--- src/pkg/rh_status_pkg.sv ---
package rh_status_pkg;

    // command codes on the shared microprocessor bus
    localparam logic [7:0] CMD_READ_STATUS  = 8'h14;
    localparam logic [7:0] CMD_WRITE_STATUS = 8'h94;

    // bit positions in root_hub_global_status
    localparam int CLEAR_WAKE_BIT   = 31;
    localparam int OC_CHANGE_BIT    = 17;
    localparam int SET_POWER_BIT    = 16;
    localparam int WAKE_ENABLE_BIT  = 15;
    localparam int GLOBAL_OC_BIT    = 1;
    localparam int CLEAR_POWER_BIT  = 0;

    localparam logic [31:0] STATUS_RESET = 32'h00000000;
    localparam int          NUM_PORTS    = 2;

    // one bus access as seen by the register bank
    typedef struct packed {
        logic        valid;
        logic [7:0]  cmd;
        logic [31:0] wdata;
    } bus_req_s;

endpackage

--- src/hw/root_hub_global_status_reg.sv ---
`timescale 1ns/1ns
// Function
// - read with command 14 hex, write with command 94 hex.
// - lower half holds hub status, upper half holds status change flags.
// - writing one to bit 31 clears remote wake enable.
// - writing one to bit 15 sets wake enable; read shows its state.
// - with wake enable, connect change resumes from suspend and raises interrupt.
// - hardware sets bit 17 whenever the global overcurrent bit changes.
// - writing one to bit 17 clears the overcurrent change flag.
// - bit 1 reads one during overcurrent when reporting is global.
// - bit 1 is held zero when overcurrent is reported per port.
// - bits 16 and 0 read zero; writes to them are power commands.
// - global mode: writing one to bit 16 powers all ports on.
// - per-port mode: bit 16 powers on only unmasked ports.
// - global mode: writing one to bit 0 powers all ports off.
// - per-port mode: bit 0 powers off only unmasked ports.
// - power mask bit n exempts port n; bit 0 reserved.
module root_hub_global_status_reg
    import rh_status_pkg::*;
#(
    parameter int PORTS = NUM_PORTS
) (
    // clock and reset
    input  wire logic             clk,
    input  wire logic             rst,
    // microprocessor bus
    input  wire bus_req_s         bus_req,
    output logic [31:0]           rdata,
    output logic                  rdata_valid,
    // configuration and port signals
    input  wire logic             power_switch_scheme,
    input  wire logic             per_port_oc_mode,
    input  wire logic [PORTS:0]   per_port_power_mask,
    input  wire logic [PORTS:0]   port_connect_changed,
    input  wire logic             overcurrent_pin,
    input  wire logic             suspended_state,
    // outputs
    output logic [PORTS:1]        port_power_on_state,
    output logic                  resume_seen_interrupt,
    output logic                  resuming_state
);

    ////////////////////////////////////////////////////////////////////////////
    // input synchronisation: overcurrent pin is asynchronous
    logic oc_meta;
    logic oc_sync;
    logic next_oc_meta;
    logic next_oc_sync;

    always_comb begin
        next_oc_meta = overcurrent_pin;
        next_oc_sync = oc_meta;
    end

    always_ff @(posedge clk or posedge rst) begin
        if (rst) begin
            oc_meta <= 1'b0;
            oc_sync <= 1'b0;
        end else begin
            oc_meta <= next_oc_meta;
            oc_sync <= next_oc_sync;
        end
    end

    ////////////////////////////////////////////////////////////////////////////
    // register state
    logic             remote_wake_enable;
    logic             overcurrent_change_flag;
    logic             global_overcurrent_flag;
    logic [PORTS:1]   next_power;
    logic             next_wake;
    logic             next_oc_change;
    logic             next_global_oc;
    logic             next_resume_irq;
    logic             next_resuming;
    logic [31:0]      next_rdata;
    logic             next_rdata_valid;
    logic             wr;
    logic             rd;
    logic             set_global_power_cmd;
    logic             clear_global_power_cmd;
    logic             clear_wake_enable_cmd;
    logic             any_connect;

    always_comb begin
        // reserved write bits are ignored, software keeps them zero
        wr = bus_req.valid && (bus_req.cmd == CMD_WRITE_STATUS);
        rd = bus_req.valid && (bus_req.cmd == CMD_READ_STATUS);
        set_global_power_cmd   = wr && bus_req.wdata[SET_POWER_BIT];
        clear_global_power_cmd = wr && bus_req.wdata[CLEAR_POWER_BIT];
        clear_wake_enable_cmd  = wr && bus_req.wdata[CLEAR_WAKE_BIT];
        any_connect = |port_connect_changed[PORTS:1];
    end

    ////////////////////////////////////////////////////////////////////////////
    // remote wake enable
    always_comb begin
        // set wins if both are written in one access
        next_wake = remote_wake_enable;
        if (clear_wake_enable_cmd) begin
            next_wake = 1'b0;
        end
        if (wr && bus_req.wdata[WAKE_ENABLE_BIT]) begin
            next_wake = 1'b1;
        end
    end

    always_ff @(posedge clk or posedge rst) begin
        if (rst) begin
            remote_wake_enable <= 1'b0;
        end else begin
            remote_wake_enable <= next_wake;
        end
    end

    ////////////////////////////////////////////////////////////////////////////
    // overcurrent indicator and its change flag
    always_comb begin
        next_global_oc = per_port_oc_mode ? 1'b0 : oc_sync;

        // hardware change wins over a clear in the same cycle
        next_oc_change = overcurrent_change_flag;
        if (wr && bus_req.wdata[OC_CHANGE_BIT]) begin
            next_oc_change = 1'b0;
        end
        if (next_global_oc != global_overcurrent_flag) begin
            next_oc_change = 1'b1;
        end
    end

    always_ff @(posedge clk or posedge rst) begin
        if (rst) begin
            overcurrent_change_flag <= 1'b0;
            global_overcurrent_flag <= 1'b0;
        end else begin
            overcurrent_change_flag <= next_oc_change;
            global_overcurrent_flag <= next_global_oc;
        end
    end

    ////////////////////////////////////////////////////////////////////////////
    // downstream port power
    always_comb begin
        // clear wins over set if software writes both at once
        next_power = port_power_on_state;
        for (int p = 1; p <= PORTS; p++) begin
            if (!power_switch_scheme || !per_port_power_mask[p]) begin
                if (set_global_power_cmd) begin
                    next_power[p] = 1'b1;
                end
                if (clear_global_power_cmd) begin
                    next_power[p] = 1'b0;
                end
            end
        end
    end

    always_ff @(posedge clk or posedge rst) begin
        if (rst) begin
            port_power_on_state <= '0;
        end else begin
            port_power_on_state <= next_power;
        end
    end

    ////////////////////////////////////////////////////////////////////////////
    // resume detection
    always_comb begin
        // wake-up only counts while suspended and enabled
        next_resume_irq = resume_seen_interrupt;
        next_resuming   = resuming_state;
        if (remote_wake_enable && any_connect && suspended_state) begin
            next_resume_irq = 1'b1;
            next_resuming   = 1'b1;
        end else if (!suspended_state) begin
            next_resuming   = 1'b0;
        end
        if (!suspended_state && !resuming_state) begin
            next_resume_irq = 1'b0;
        end
    end

    always_ff @(posedge clk or posedge rst) begin
        if (rst) begin
            resume_seen_interrupt <= 1'b0;
            resuming_state        <= 1'b0;
        end else begin
            resume_seen_interrupt <= next_resume_irq;
            resuming_state        <= next_resuming;
        end
    end

    ////////////////////////////////////////////////////////////////////////////
    // read data
    always_comb begin
        // unimplemented and write-only bits read zero
        next_rdata = STATUS_RESET;
        next_rdata[OC_CHANGE_BIT]   = overcurrent_change_flag;
        next_rdata[WAKE_ENABLE_BIT] = remote_wake_enable;
        next_rdata[GLOBAL_OC_BIT]   = global_overcurrent_flag;
        if (!rd) begin
            next_rdata = rdata;
        end
        next_rdata_valid = rd;
    end

    always_ff @(posedge clk or posedge rst) begin
        if (rst) begin
            rdata       <= STATUS_RESET;
            rdata_valid <= 1'b0;
        end else begin
            rdata       <= next_rdata;
            rdata_valid <= next_rdata_valid;
        end
    end

endmodule

--- config.mk ---
export PLATFORM = sky130hd
export DESIGN_NAME = root_hub_global_status_reg
export DESIGN_NICKNAME = d
export VERILOG_FILES = /design/src/pkg/rh_status_pkg.sv /design/src/hw/root_hub_global_status_reg.sv
export SDC_FILE = /design/constraint.sdc
export NUM_CORES = 1
export LEC_CHECK = 0
export BUFFER_PORTS_ARGS = -buffer_cell sky130_fd_sc_hd__buf_2
export CAP_MARGIN = 30
export CORE_UTILIZATION = 33
export DETAILED_ROUTE_END_ITERATION = 8
export GPL_TIMING_DRIVEN = 0
export PLACE_DENSITY_LB_ADDON = 0.15
export SYNTH_ARGS = -nofsm -noshare
export SYNTH_HDL_FRONTEND = slang
export SYNTH_SLANG_ARGS = --single-unit
--- constraint.sdc ---
create_clock -name clk -period 1.1 [get_ports clk]
set_clock_uncertainty 0.15 [all_clocks]
set_input_delay 0.11 -clock clk [delete_from_list [all_inputs] [get_ports clk]]
set_output_delay 0.11 -clock clk [all_outputs]
set_load 0.05 [all_outputs]
* After elaboration in Yosys (flattened, before gate mapping)
Index checks and enable logic that the tools add are counted.
W data, S select, Z words.
** Storage, ports and cells
- Input port bits :: 53
- Output and inout bits :: 37
- Bits in registers :: 13
- Word-level logic and storage cells :: 50
** Operators by class
- Muxes and demuxes :: 11
- Reduce and logical (&&, ||, !) cells :: 24
- Eq/ne operators :: 4
** Operators with widths (count)
- $mux W1 :: 11
- $logic_and A1 B1 Y1 :: 10
- $eq A8 B5 Y1 const B :: 1
- $eq A8 B8 Y1 const B :: 1
- $reduce_bool A2 Y1 :: 4
- $logic_not A1 Y1 :: 5
- $reduce_and A2 Y1 :: 2
- $logic_or A1 B1 Y1 :: 2
- $ne A2 B1 Y1 const B :: 1
- $reduce_or A2 Y1 :: 1
- $ne A1 B1 Y1 :: 1

* Depth between registers and ports, before layout
- Depth after elaboration :: 5
- Depth in mapped cells :: 3
- Depth with buffers taken out :: 3

* Worst setup path before layout
OpenSTA, ideal clock, no wires.
- Path kind :: input -> register
- From :: input port bus_req[33] (netlist name)
- To :: register rdata[15]
- Stages on the path :: 3
- Data arrival time :: 1168 ps
- Library setup time :: 125 ps
- Required time :: 825 ps
- Path buffers :: 0
- Slack :: -343 ps
- Cell sequence :: or4b_4 nor3_4 mux2_2
** Between the ends
- Longest elaborated chain between the ends :: 2
** RTL lines
- start: declaration :: RTL line root_hub_global_status_reg.sv:27 : input wire bus_req_s bus_req,
- $eq A8 B5 Y1 :: RTL line root_hub_global_status_reg.sv:88 : rd = bus_req.valid && (bus_req.cmd == CMD_READ_STATUS);
- $logic_and A1 B1 Y1 :: RTL line root_hub_global_status_reg.sv:88
- named net next_rdata_valid :: RTL line root_hub_global_status_reg.sv:77 : logic next_rdata_valid;
- end signal: assignment :: RTL line root_hub_global_status_reg.sv:212 : rdata <= next_rdata;
- end: declaration :: RTL line root_hub_global_status_reg.sv:28 : output logic [31:0] rdata,
The timed path passes the listed nets, and every way through them passes these cells.
A chain may end at the register's enable or synchronous reset.

* Worst setup path in the final report
- From :: input port bus_req[33] (netlist name)
- To :: register rdata[17]
The elaborated chain is that of the path after synthesis.

==> qor.txt <==
IO buf count: 31
count of final setup violators: 6
io pins: 90
Async SR Flop Fraction: 100%
data required time at the worst endpoint: 1.10 ns
main flop type after synthesis: dfrtp_1
unrepaired setup endpoints after global routing: yes
Max-cap violations: 0
initial core utilization: 35.1%
Overall Global Routing Usage: 12.1%
Syn Area/Cell: 10.9 µm²
critical path arrival: 1.34 ns
post-layout util: 57.1%
drt pass-1 iters: 3
Iter 0 DRT Violations: 6
Die ar.: 2570 µm²
Pins Over Slew Limit: 0
via count: 642
met2 WL post-DR: 675 µm
Final nets: 198
CTS Root Buffer Type: clkbuf_4
Clock Latency Late Sink: 0.27 ns
Placer Congestion: 0.654
Yosys top cell area share: 41.5%
startpoint types: input port
Diodes inserted: 0
Num CTS Buffers: 3
total core area: 2230 µm²
Die Span Y: 50.7 µm
via/cell ratio: 3.73
total chip power: 0.00128 W
kind of critical path: input port to flop
CP max FO: 4
cell leakage power: 0.712 nW
cell row count: 17
final hold violation count: 5
mean routed wirelength per cell: 8.59 µm
worst-path cell chain: buf_6 > or4b_4 > nor3_4 > mux2_2
final WL: 1480 µm
Area after DPL: 1090 µm²
Fmax: 749 MHz
Worst path slowest cell: or4b_4
EDFF count, synth: 0
share of cells above drive strength 1: 52.8%
Synth area leaders: dfrtp_1, buf_4, mux2_2
sequential area share after synthesis: 41.5%
IR drop worst, VDD: 0.744 mV
failing checks: negative hold slack, negative setup slack
routed wl met3: 151 µm
Clock Sink Count: 13
vias in the first global route: 541
first-pass GRT wire length: 2240 µm
leading area contributor after synthesis: dfrtp_1
Die Width: 50.7 µm
Residual DRC: 0
CTS clk-pin slew, worst paths: 0.07 ns
Routed Antenna Nets: 0
count leader, synth: buf_4
Power per Cell Area: 1000 nW/µm²
Area Overhead vs Synth: 62.8%
initial antenna violation count: 0
status: complete, but fails checks
WL met1: 650 µm
yosys warns: 0
largest net degree at the start of global routing: 14
fin worst setup slack: -0.235 ns
nature of the critical path endpoint: flop
filler cell count: 209
Final period util: 121%
Largest delay share family, worst path: simple AND/OR/NAND/NOR gates
post-synthesis cell type count: 22
CTS H-Tree Depth: 1
Worst Hold Class: input port to flop
storage element area: 325 µm²
Setup WS pre-CTS: -0.535 ns
Buffers & Inverters on Critical Path: 1
Clock Path Buffers: 2
TritonCTS clock tree: done
Max stage delay on crit path: 0.55 ns
min cycle time layout: 1.34 ns
top sig layer: met3
# hold bufs at CTS: 7
mapped cell area: 783 µm²
flops & latches, synth: 13
Final Cell Area: 1270 µm²
Post-Syn Instances: 72
grt ovf: 0
Multi-input gate area: 363 µm²
Hold WS: -0.136 ns
DPL Wire Length: 1120 µm
Commonest cells post-synth: buf_4, dfrtp_1, nand2_1
[layer usage]
layer	global-route usage, %	up-vias
li1	-	335
met1	14.4	268
met2	19.3	39
met3	5.15	0
met4	4.17	0
met5	0	-
[per-stage QoR]
| step | setup TNS [ns] | hold slack, ns | instances |
|---|---|---|---|
| 4_1_cts | -0.709 | -0.150 | 171 |
| 2_1_floorplan | -1.11 | -0.163 | 100 |
| 5_1_grt | -1.06 | -0.160 | 172 |
| 6_report | -0.666 | -0.136 | 172 |
| 3_5_place_dp | -2.58 | 0.00799 | 159 |
| 3_3_place_gp | -2.50 | -0.00781 | 159 |
[sequential cells by signal (all words and copies together), names as in the netlist]
register and count:
global_overcurrent_flag 1, next_oc_sync 1, oc_sync 1, overcurrent_change_flag 1, port_power_on_state 2, rdata 3, rdata_valid 1, remote_wake_enable 1
resume_seen_interrupt 1, resuming_state 1
[final cells by class]
cell class	count	area share, %
Clock inverter	1	0.393
Inverter	1	0.294
Timing Repair Buffer	40	23.7
Tap cell	28	2.75
Multi-Input combinational cell	57	28.5
Clock buffer	3	1.77
Sequential cell	13	25.5
Buffer	29	17.1
[placed cells by master (no fill, tap or decap), types with 2 or more instances in the layout]
master,synthesis,layout
a31oi_1,2,2
a41oi_1,2,2
dlygate4sd3_1,0,7
nand2_1,6,4
buf_4,29,31
nand2_2,0,2
o21a_1,2,2
dfrtp_1,13,13
buf_2,0,21
buf_6,0,10
conb_1,1,29
clkbuf_4,0,3
mux2_2,3,2
[power by group]
group          total, W  switching (W)  internal (W)
Combinational  0.000488       0.000319      0.000169
Clock          0.000283       0.000148      0.000134
Sequential     0.000506      0.0000116      0.000495
Total           0.00128       0.000479      0.000798
[cells by family after synthesis]
family                 share of synthesized area, %
AO/OA/AOI/OAI                                  8.47
XOR/XNOR                                       1.12
buffers and inverters                          28.3
flip-flops                                     41.5
multiplexers                                   4.31
other                                         0.479
AND/OR/NAND/NOR                                15.8
[final timing paths]
check / start / slack (ns) / depth (start not counted) / endpoint
worst max-delay path: bus_req[33] / -0.24 / 4 / rdata[17]
worst min-delay path: per_port_oc_mode / -0.14 / 2 / global_overcurrent_flag
worst max register to register: rdata[1] / 0.06 / 2 / rdata[1]
worst min register to register: next_oc_sync / 0.21 / 0 / oc_sync
max in group asynchronous: rst / 0.23 / 3 / rdata[1]
min in group asynchronous: rst / 0.24 / 3 / resuming_state
[repair_timing]
action | 4_1_cts | 5_1_grt
pin swaps | 0 | 0
endpoints found under the hold margin | 22 | 5
resized for setup | 19 | 2
setup endpoints to repair | 11 | 14
buffers inserted | 1 | 1
[worst register-to-register path: stages, from the launching register on]
cell and delay [ns]:
dfrtp_1 0.39, buf_4 0.13, mux2_4 0.26
No activity file was read; power rests on OpenSTA's default activity.
